### src/ol_startup_pkg.sv
// constants, field layout and lookup tables for the open-loop start-up register
package ol_startup_pkg;

	localparam int REG_W = 32;
	localparam logic [31:0] REG_RESET = 32'h0000_0000;
	// bits 5:0 belong to other logic and always read back as zero here
	localparam logic [31:0] REG_KEEP_MASK = 32'hffff_ffc0;

	localparam int PARITY_BIT = 31;
	localparam int LIMIT_SRC_BIT = 30;
	localparam int DUTY_MSB = 29;
	localparam int DUTY_LSB = 27;
	localparam int LIMIT_MSB = 26;
	localparam int LIMIT_LSB = 23;
	localparam int ACC1_MSB = 22;
	localparam int ACC1_LSB = 18;
	localparam int ACC2_MSB = 17;
	localparam int ACC2_LSB = 13;
	localparam int HANDOFF_MSB = 12;
	localparam int HANDOFF_LSB = 8;
	localparam int AUTO_HANDOFF_BIT = 7;
	localparam int FIRST_CYC_BIT = 6;

	localparam int DUTY_W = 7;
	localparam int ACC_W = 25;
	localparam int HZ_W = 10;

	localparam logic [3:0] LIMIT_NA_CODE = 4'h0;
	localparam logic [3:0] FIRST_CYC_ZERO_CODE = 4'h0;

	// duty ceiling in whole percent
	function automatic logic [DUTY_W-1:0] duty_lut(input logic [2:0] code);
		case (code)
			3'h0: duty_lut = 7'd10;
			3'h1: duty_lut = 7'd15;
			3'h2: duty_lut = 7'd20;
			3'h3: duty_lut = 7'd25;
			3'h4: duty_lut = 7'd30;
			3'h5: duty_lut = 7'd40;
			3'h6: duty_lut = 7'd50;
			default: duty_lut = 7'd100;
		endcase
	endfunction : duty_lut

	// rate in thousandths of a unit, shared by both acceleration terms
	function automatic logic [ACC_W-1:0] accel_lut(input logic [4:0] code);
		case (code)
			5'h00: accel_lut = 25'd5;
			5'h01: accel_lut = 25'd10;
			5'h02: accel_lut = 25'd25;
			5'h03: accel_lut = 25'd50;
			5'h04: accel_lut = 25'd100;
			5'h05: accel_lut = 25'd250;
			5'h06: accel_lut = 25'd500;
			5'h07: accel_lut = 25'd1000;
			5'h08: accel_lut = 25'd2500;
			5'h09: accel_lut = 25'd5000;
			5'h0a: accel_lut = 25'd7500;
			5'h0b: accel_lut = 25'd10000;
			5'h0c: accel_lut = 25'd12500;
			5'h0d: accel_lut = 25'd15000;
			5'h0e: accel_lut = 25'd20000;
			5'h0f: accel_lut = 25'd30000;
			5'h10: accel_lut = 25'd40000;
			5'h11: accel_lut = 25'd50000;
			5'h12: accel_lut = 25'd60000;
			5'h13: accel_lut = 25'd75000;
			5'h14: accel_lut = 25'd100000;
			5'h15: accel_lut = 25'd125000;
			5'h16: accel_lut = 25'd150000;
			5'h17: accel_lut = 25'd175000;
			5'h18: accel_lut = 25'd200000;
			5'h19: accel_lut = 25'd250000;
			5'h1a: accel_lut = 25'd300000;
			5'h1b: accel_lut = 25'd400000;
			5'h1c: accel_lut = 25'd500000;
			5'h1d: accel_lut = 25'd750000;
			5'h1e: accel_lut = 25'd1000000;
			default: accel_lut = 25'd32767000;
		endcase
	endfunction : accel_lut

	// handoff frequency in hertz; code 0 has no defined value and gives 0
	function automatic logic [HZ_W-1:0] handoff_lut(input logic [4:0] code);
		case (code)
			5'h00: handoff_lut = 10'd0;
			5'h01: handoff_lut = 10'd4;
			5'h02: handoff_lut = 10'd8;
			5'h03: handoff_lut = 10'd12;
			5'h04: handoff_lut = 10'd16;
			5'h05: handoff_lut = 10'd20;
			5'h06: handoff_lut = 10'd24;
			5'h07: handoff_lut = 10'd28;
			5'h08: handoff_lut = 10'd32;
			5'h09: handoff_lut = 10'd36;
			5'h0a: handoff_lut = 10'd40;
			5'h0b: handoff_lut = 10'd45;
			5'h0c: handoff_lut = 10'd50;
			5'h0d: handoff_lut = 10'd55;
			5'h0e: handoff_lut = 10'd60;
			5'h0f: handoff_lut = 10'd65;
			5'h10: handoff_lut = 10'd70;
			5'h11: handoff_lut = 10'd75;
			5'h12: handoff_lut = 10'd80;
			5'h13: handoff_lut = 10'd85;
			5'h14: handoff_lut = 10'd90;
			5'h15: handoff_lut = 10'd100;
			5'h16: handoff_lut = 10'd150;
			5'h17: handoff_lut = 10'd200;
			5'h18: handoff_lut = 10'd250;
			5'h19: handoff_lut = 10'd300;
			5'h1a: handoff_lut = 10'd350;
			5'h1b: handoff_lut = 10'd400;
			5'h1c: handoff_lut = 10'd450;
			5'h1d: handoff_lut = 10'd500;
			5'h1e: handoff_lut = 10'd550;
			default: handoff_lut = 10'd600;
		endcase
	endfunction : handoff_lut

endpackage : ol_startup_pkg

### src/startup_field_if.sv
// field codes out to the decoder and decoded values back
`timescale 1ns/1ps
`default_nettype none
interface startup_field_if;
	import ol_startup_pkg::*;
	logic [2:0] duty_code;
	logic [4:0] acc1_code;
	logic [4:0] acc2_code;
	logic [4:0] handoff_code;
	logic [DUTY_W-1:0] duty_pct;
	logic [ACC_W-1:0] acc1_milli;
	logic [ACC_W-1:0] acc2_milli;
	logic [HZ_W-1:0] handoff_hz;
	modport regs (output duty_code, acc1_code, acc2_code, handoff_code,
		input duty_pct, acc1_milli, acc2_milli, handoff_hz);
	modport dec (input duty_code, acc1_code, acc2_code, handoff_code,
		output duty_pct, acc1_milli, acc2_milli, handoff_hz);
endinterface : startup_field_if
`default_nettype wire

### src/open_loop_startup_config.sv
// open-loop start-up configuration register with decoded outputs
// Functional notes
// - bit 30 picks dedicated open-loop limit (0) or general current limit (1)
// - bits 29-27 cap open-loop duty: 10,15,20,25,30,40,50,100 percent
// - bits 26-23 open-loop limit, 0.1 V steps, code 0 not applicable
// - bits 22-18 first acceleration, 0.005 to 1000 Hz/s, top code unlimited
// - bits 17-13 second acceleration, same scale in Hz/s2, top code unlimited
// - bits 12-8 handoff frequency, 4 Hz up to 600 Hz
// - bit 7 set lets the device choose the handoff point itself
// - bit 6 set forces first-cycle frequency to 0 Hz, else setting used
`timescale 1ns/1ps
`default_nettype none
module open_loop_startup_config
	import ol_startup_pkg::*;
(
	input wire logic i_sys_clk,
	input wire logic i_reset_n,
	input wire logic i_wr_en,
	input wire logic [REG_W-1:0] i_wr_data,
	input wire logic [3:0] i_general_current_limit,
	input wire logic [3:0] i_initial_cycle_freq_setting,
	output logic [REG_W-1:0] o_rd_data,
	output logic o_parity,
	output logic [DUTY_W-1:0] o_ceiling_a_pct,
	output logic [3:0] o_ol_current_threshold,
	output logic o_ol_current_threshold_valid,
	output logic [ACC_W-1:0] o_ol_accel_first_milli,
	output logic o_ol_accel_first_unlimited,
	output logic [ACC_W-1:0] o_ol_accel_second_milli,
	output logic o_ol_accel_second_unlimited,
	output logic [HZ_W-1:0] o_handoff_freq_hz,
	output logic o_handoff_auto,
	output logic [3:0] o_initial_cycle_freq_code,
	output logic o_initial_cycle_zero_hz
);

	////////////////////////////////////////////////////////////////////////////
	// register storage

	logic [REG_W-1:0] cfg_ff;
	logic [REG_W-1:0] nxt_cfg;

	always_comb begin
		nxt_cfg = cfg_ff;
		if (i_wr_en) begin
			nxt_cfg = i_wr_data & REG_KEEP_MASK;
		end
	end

	always_ff @(posedge i_sys_clk or negedge i_reset_n) begin
		if (!i_reset_n) begin
			cfg_ff <= REG_RESET;
		end else begin
			cfg_ff <= nxt_cfg;
		end
	end

	////////////////////////////////////////////////////////////////////////////
	// field decode

	startup_field_if fld ();

	assign fld.duty_code = cfg_ff[DUTY_MSB:DUTY_LSB];
	assign fld.acc1_code = cfg_ff[ACC1_MSB:ACC1_LSB];
	assign fld.acc2_code = cfg_ff[ACC2_MSB:ACC2_LSB];
	assign fld.handoff_code = cfg_ff[HANDOFF_MSB:HANDOFF_LSB];

	startup_field_decode u_decode (
		.fld (fld.dec)
	);

	////////////////////////////////////////////////////////////////////////////
	// registered outputs; decoded values lag the stored word by one cycle

	logic [REG_W-1:0] rd_ff;
	logic [REG_W-1:0] nxt_rd;
	logic parity_ff;
	logic nxt_parity;
	logic [DUTY_W-1:0] duty_ff;
	logic [DUTY_W-1:0] nxt_duty;
	logic [3:0] limit_ff;
	logic [3:0] nxt_limit;
	logic limit_ok_ff;
	logic nxt_limit_ok;
	logic [ACC_W-1:0] acc1_ff;
	logic [ACC_W-1:0] nxt_acc1;
	logic acc1_inf_ff;
	logic nxt_acc1_inf;
	logic [ACC_W-1:0] acc2_ff;
	logic [ACC_W-1:0] nxt_acc2;
	logic acc2_inf_ff;
	logic nxt_acc2_inf;
	logic [HZ_W-1:0] handoff_ff;
	logic [HZ_W-1:0] nxt_handoff;
	logic auto_ff;
	logic nxt_auto;
	logic [3:0] first_ff;
	logic [3:0] nxt_first;
	logic zero_ff;
	logic nxt_zero;

	// top code of either acceleration field means no limit
	function automatic logic is_unlimited(input logic [4:0] code);
		is_unlimited = &code;
	endfunction : is_unlimited

	////////////////////////////////////////////////////////////////////////////
	// readback group: raw word and parity bit

	always_comb begin
		nxt_rd = cfg_ff;
		// parity is only carried; checking it is left to the reader
		nxt_parity = cfg_ff[PARITY_BIT];
	end

	always_ff @(posedge i_sys_clk or negedge i_reset_n) begin
		if (!i_reset_n) begin
			rd_ff <= REG_RESET;
			parity_ff <= 1'b0;
		end else begin
			rd_ff <= nxt_rd;
			parity_ff <= nxt_parity;
		end
	end

	////////////////////////////////////////////////////////////////////////////
	// current limit group

	always_comb begin
		// general limit shares the 0.1 V scale, so one output serves both sources
		if (cfg_ff[LIMIT_SRC_BIT]) begin
			nxt_limit = i_general_current_limit;
		end else begin
			nxt_limit = cfg_ff[LIMIT_MSB:LIMIT_LSB];
		end
		nxt_limit_ok = (nxt_limit != LIMIT_NA_CODE);
	end

	always_ff @(posedge i_sys_clk or negedge i_reset_n) begin
		if (!i_reset_n) begin
			limit_ff <= 4'h0;
			limit_ok_ff <= 1'b0;
		end else begin
			limit_ff <= nxt_limit;
			limit_ok_ff <= nxt_limit_ok;
		end
	end

	////////////////////////////////////////////////////////////////////////////
	// table group: duty ceiling, acceleration and handoff values

	always_comb begin
		nxt_duty = fld.duty_pct;
		nxt_acc1 = fld.acc1_milli;
		nxt_acc1_inf = is_unlimited(fld.acc1_code);
		nxt_acc2 = fld.acc2_milli;
		nxt_acc2_inf = is_unlimited(fld.acc2_code);
		nxt_handoff = fld.handoff_hz;
	end

	always_ff @(posedge i_sys_clk or negedge i_reset_n) begin
		if (!i_reset_n) begin
			duty_ff <= '0;
			acc1_ff <= '0;
			acc1_inf_ff <= 1'b0;
			acc2_ff <= '0;
			acc2_inf_ff <= 1'b0;
			handoff_ff <= '0;
		end else begin
			duty_ff <= nxt_duty;
			acc1_ff <= nxt_acc1;
			acc1_inf_ff <= nxt_acc1_inf;
			acc2_ff <= nxt_acc2;
			acc2_inf_ff <= nxt_acc2_inf;
			handoff_ff <= nxt_handoff;
		end
	end

	////////////////////////////////////////////////////////////////////////////
	// flag group: handoff mode and first-cycle source

	always_comb begin
		// threshold still shown when auto is on; the sequencer ignores it then
		nxt_auto = cfg_ff[AUTO_HANDOFF_BIT];
		nxt_zero = cfg_ff[FIRST_CYC_BIT];
		if (cfg_ff[FIRST_CYC_BIT]) begin
			nxt_first = FIRST_CYC_ZERO_CODE;
		end else begin
			nxt_first = i_initial_cycle_freq_setting;
		end
	end

	always_ff @(posedge i_sys_clk or negedge i_reset_n) begin
		if (!i_reset_n) begin
			auto_ff <= 1'b0;
			first_ff <= 4'h0;
			zero_ff <= 1'b0;
		end else begin
			auto_ff <= nxt_auto;
			first_ff <= nxt_first;
			zero_ff <= nxt_zero;
		end
	end

	assign o_rd_data = rd_ff;
	assign o_parity = parity_ff;
	assign o_ceiling_a_pct = duty_ff;
	assign o_ol_current_threshold = limit_ff;
	assign o_ol_current_threshold_valid = limit_ok_ff;
	assign o_ol_accel_first_milli = acc1_ff;
	assign o_ol_accel_first_unlimited = acc1_inf_ff;
	assign o_ol_accel_second_milli = acc2_ff;
	assign o_ol_accel_second_unlimited = acc2_inf_ff;
	assign o_handoff_freq_hz = handoff_ff;
	assign o_handoff_auto = auto_ff;
	assign o_initial_cycle_freq_code = first_ff;
	assign o_initial_cycle_zero_hz = zero_ff;

endmodule : open_loop_startup_config
`default_nettype wire

### src/startup_field_decode.sv
// table decode of the start-up field codes
`timescale 1ns/1ps
`default_nettype none
module startup_field_decode
	import ol_startup_pkg::*;
(
	startup_field_if.dec fld
);
	always_comb begin
		fld.duty_pct = duty_lut(fld.duty_code);
		fld.acc1_milli = accel_lut(fld.acc1_code);
		fld.acc2_milli = accel_lut(fld.acc2_code);
		fld.handoff_hz = handoff_lut(fld.handoff_code);
	end
endmodule : startup_field_decode
`default_nettype wire

### config.mk
export PLATFORM = sky130hd
export DESIGN_NAME = open_loop_startup_config
export DESIGN_NICKNAME = d
export VERILOG_FILES = /design/src/ol_startup_pkg.sv /design/src/startup_field_if.sv /design/src/open_loop_startup_config.sv /design/src/startup_field_decode.sv
export SDC_FILE = /design/constraint.sdc
export NUM_CORES = 1
export LEC_CHECK = 0
export BUFFER_PORTS_ARGS = -buffer_cell sky130_fd_sc_hd__buf_2
export CORE_AREA = 2 2 135 111
export DETAILED_ROUTE_END_ITERATION = 8
export DIE_AREA = 0 0 137 113
export GPL_TIMING_DRIVEN = 0
export PLACE_DENSITY_LB_ADDON = 0.1
export SYNTH_ARGS = -nofsm -noshare
export SYNTH_HDL_FRONTEND = slang
export SYNTH_SLANG_ARGS = --single-unit
### constraint.sdc
create_clock -name i_sys_clk -period 2.5 [get_ports i_sys_clk]
set_input_delay 0.125 -clock i_sys_clk [delete_from_list [all_inputs] [get_ports i_sys_clk]]
set_output_delay 0.125 -clock i_sys_clk [all_outputs]
set_load 0.005 [all_outputs]
# [Word level (Yosys, flattened, before mapping)]
# Memories as Yosys holds them, arrays and structs flattened. A register that Yosys moved wholly into a read port is not among the register bits.
# Index checks and enable logic that the tools add are counted.
[totals] register_bits=73 mem_bits_ro=1920 in_bits=43 word_cells=30 memories=3
[op_classes] eq_ne=6 mux=3 n_reduce_logical=7
[memory_table] name="(name not given)" depth=32 width=25 rd=1 rd_clocked_by_memory_dff=1 wr=0 line_no="ol_startup_pkg.sv:47" source="case (code)"
[memory_table] name="(name not given)" depth=32 width=25 rd=1 rd_clocked_by_memory_dff=1 wr=0 line_no="ol_startup_pkg.sv:47"
[memory_table] name="(name not given)" depth=32 width=10 rd=1 rd_clocked_by_memory_dff=1 wr=0 line_no="ol_startup_pkg.sv:85" source="case (code)"
[ops] operator="$pmux 7 s7" n=1
[ops] operator="$reduce_and 5->1" n=2
[ops] operator="$eq 3x3->1 const B" n=3
[ops] operator="$mux 4" n=2
[ops] operator="$eq 3x2->1 const B" n=2
[ops] operator="$reduce_bool 4->1" n=1
[ops] operator="$eq 3x1->1 const B" n=1
[ops] operator="$logic_not 1->1" n=3
[ops] operator="$logic_not 3->1" n=1

# [Longest topological paths before layout]
[logic_depth] ltp_word=2 mapped_depth=7

# [Modules after synthesis]
# Synthesis repeated with hierarchy kept, for this count alone.
[hier_totals] cells_unflattened=516 hier_area_um2=5811.8
[modules_own_cells] module="open_loop_startup_config" n_inst=1 cells_each=184 area_per_inst_um2=3742.3 seq_area_each_um2=3253.1
[modules_own_cells] module="startup_field_decode" n_inst=1 cells_each=332 area_per_inst_um2=2069.5 seq_area_each_um2=0.0

# [Least setup slack after synthesis]
# OpenSTA, ideal clock, no wires.
[synth_path] path_kind="reg-to-reg" from="register cfg_ff[13]" to="register acc2_ff[4] (netlist: o_ol_accel_second_milli[4])" setup_ns=0.126 t_arrival_ns=1.666 t_required_ns=2.374 slack_ns=0.708 path_stages_with_launch=7 n_path_buf=1 synth_period_minus_slack_ns=1.792 cell_sequence="dfrtp_1 -> clkbuf_1 -> inv_1 -> ha_1 -> nor2_1 -> nor3_1 -> o32a_1"
[synth_lines] item="start, declared" line_no="open_loop_startup_config.sv:40" source="logic [REG_W-1:0] cfg_ff;"
[synth_lines] item="start signal, assigned" line_no="open_loop_startup_config.sv:54" source="cfg_ff <= nxt_cfg;"
[synth_lines] item="end, declared" line_no="open_loop_startup_config.sv:89" source="logic [ACC_W-1:0] acc2_ff;"

==> summary.txt <==
Run status
  – Status: finished, final reports clean

Final layout
  – Post-Route Utilization: 0.5305
  – Nets: just under 800
  – Share of layout cells above drive strength 1: 0.3269
  – Most frequent cells in the layout: buf_2 (162), dfrtp_1 (122), nand2_1 (51)
  – Most common cell after layout, fill and taps aside: buf_2
  – Antenna diode count: 0
  – Final instance area: 0.007456 mm2
  – Layout Area Growth over Synthesis: 35.16%

Power and ir drop
  – Clock share of power: 0.418
  – Internal Pwr Total: 4.220 mW
  – Worst VDD drop: between 0.4 and 0.5 mV
  – Sw frac: 0.2784
  – Gate power share: 0.186
  – PwrDens: a little under 800 mW/mm2
  – Pleak: about 3.7 nW
  – Seq pwr share: 0.397
  – Psw: between 1.5 and 2 mW
  – Overall power: a little under 6 mW

Worst setup path
  – R2r setup slk: 130 ps
  – Critical path start-end classification: reg2reg
  – FF-to-FF End: o_ol_accel_second_milli[12]$_DFF_PN0_
  – Crit Reg-Reg Startpoint: cfg_ff[13]$_DFFE_PN0P_
  – Critical path data required time: roughly 2800 ps
  – CP max FO: 10
  – WP data arrival: between 2000 and 3000 ps
  – CP Capture Type: flip-flop
  – Critical path launch point type: flip-flop
  – Worst setup path startpoint: cfg_ff[13]$_DFFE_PN0P_
  – R2r worst-path depth: 6
  – Critical path capture point: o_ol_accel_second_milli[12]$_DFF_PN0_

Floorplanning
  – Die span in x: approximately 140 um
  – Row count: 39
  – Die Area: 0.01548 mm2
  – Core Area: approximately 0.014 mm2
  – Io pins: approximately 160
  – Starting Density: 0.3925
  – Die height: roughly 110 um

Timing
  – Number of slew-limit violations in the final report: 0
  – Crit share post-route: 0.9495
  – RSZ-0062 raised after global routing: no
  – Worst Skew: a little over 6 ps
  – Fin. Hold Viols: 0
  – Min cycle time layout: 2374 ps
  – Peak Freq: between 400 and 500 MHz
  – Slew margin rel.: 0.6314
  – # setup viols final: 0
  – Worst-margin pin slew: between 500 and 600 ps

Drt
  – Vias: 4502
  – Residual DRC count: 0
  – First-pass iteration count of the detailed router: 4
  – Drt initial violations: about 280
  – Final wirelength: ~14 mm
  – Antenna Nets Post-Route: 0
  – Drt wl/cell: ~16 um
  – Via/cell ratio: 4.953

Synthesis
  – Top FF cell, synth: dfrtp_1
  – Synth Instances: slightly above 500
  – Leading area contributor after synthesis: dfrtp_1
  – Avg Cell Area, Syn: 10.82 um2
  – Yosys cell types: 55
  – Post-synth EDFFs: 0
  – Seq/Total Area, Yosys: 0.5534
  – Synth top area cells: dfrtp_1 (55%), ha_1 (5.2%), mux2_2 (3.7%), nand2_1 (3.5%), o21ai_0 (3.4%)
  – Synth async-reset ratio: 1.000
  – Mapped Area: 0.005517 mm2
  – Synth warn: 0
  – Top cell type's share of synthesized area: 0.5534
  – #FFs+latches synth: about 120

Global route
  – Largest net degree at the start of global routing: 63
  – Global-route wire length before repair: approximately 23 mm
  – Initial antenna violation count: 0
  – GR Overflow Total: 0
  – Overall routing resource usage: 0.1963
  – Vias in the first global route: 4583

Clocking
  – Clock transition at path regs: around 60 ps
  – Resized cells post-CTS: 0
  – Clock Latency Late Sink: 420 ps
  – # hold bufs at CTS: 35
  – Setup Buffers After CTS: 0
  – H-Tree Depth: 4
  – Num CTS Buffers: 17
  – CTS tree: built
  – Worst-case clock buffer depth: 2
  – CTS Sinks: 122
  – Clk root buf: clkbuf_16

Placement
  – Placement-stage cell area: about 0.0065 mm2
  – Port Buffers: approximately 140
  – Final HPWL DP: between 9 and 10 mm
  – GP Congestion: a little under 0.9

Hold path
  – Min-delay src: i_wr_en
  – Hold Crit Class: in2reg
  – Hold Path Stages: 2

Run
  – Max cap viols: 0
==> state kept, by name, indices dropped and copies added (netlist names), 4 cells and up <==
signal                     count
cfg_ff                        26
o_ceiling_a_pct                7
o_ol_current_threshold         4
o_rd_data                     26
o_ol_accel_second_milli       21
o_initial_cycle_freq_code      4
o_handoff_freq_hz             10
o_ol_accel_first_milli        21
==> Yosys cell counts, types with 5 or more instances <==
cell type and number:
a21o_1 5, buf_4 20, mux2_2 18, nand3_1 7, nand2_1 51, buf_2 21
nand2b_1 7, a211oi_1 7, nor2b_1 15, dfrtp_1 122, ha_1 23, mux2i_1 10
nor2_1 32, o21ai_0 38, a21oi_1 35, inv_1 16, clkbuf_1 10
==> area by class of cell <==
type	instances	area, um2
Clock buffer	19	452.9
Sequential cell	122	3053
Tap cell	184	230.2
Multi-Input combinational cell	324	2122
Fill cell	1287	6598
Timing Repair Buffer	178	1095
Clock inverter	13	142.6
Buffer	52	296.5
Inverter	17	63.81
==> logic make-up (layout without fill, tap and decap cells) <==
kind of cell | count (synthesis) | count (layout) | share of synthesized area
mux | 30 | 30 | 0.06033
fa+ha+maj | 23 | 23 | 0.05217
simple gates | 129 | 129 | 0.1075
flops | 122 | 122 | 0.5534
buf+inv | 69 | 279 | 0.06532
other cells | 1 | 6 | 0.0006798
compound gates | 131 | 131 | 0.1526
xor+xnor | 5 | 5 | 0.007940
==> critical path: stages, from the launching register on <==
cell	delay, ps
dfrtp_1	460
clkbuf_1	430
inv_1	210
ha_1	300
nor2b_1	270
a21oi_1	70
o311ai_0	470
==> per-stage QoR <==
step | setup WS, ps | instances | setup TNS (ps) | hold WS (ps)
2_1_floorplan | 707.9 | 515 | 0 | -170.6
3_3_place_gp | -137.8 | 841 | -15840 | 329.0
3_5_place_dp | 258.5 | 842 | 0 | 137.8
4_1_cts | 188.8 | 909 | 0 | 121.7
5_1_grt | 19.64 | 909 | 0 | 135.1
6_report | 126.2 | 909 | 0 | 130.9
==> power groups by stage <==
stage                     Combinational, mW  Clock, mW  Sequential, mW
after floorplan                       0.569          0            2.36
after global placement                 1.03          0            2.35
after detailed placement               1.04          0            2.36
after CTS                              1.09       2.49            2.33
after global routing                   1.21       2.59            2.35
final                                  1.09       2.44            2.32
==> worst min path at each step <==
stage                                                   to
CTS                                 cfg_ff[30]$_DFFE_PN0P_
global route                        cfg_ff[30]$_DFFE_PN0P_
global placement                    cfg_ff[27]$_DFFE_PN0P_
detailed placement  o_ol_current_threshold_valid$_DFF_PN0_
finish                              cfg_ff[30]$_DFFE_PN0P_
floorplan                           cfg_ff[10]$_DFFE_PN0P_
==> metal layers <==
layer	up-vias	share of wire	GRT usage
met2	160	0.48	0.3055
met4	0	0.011	0.06254
li1	2163	-	-
met3	16	0.061	0.05466
met5	-	0	0
met1	2163	0.45	0.2665
(Power assumes the default switching activity.)
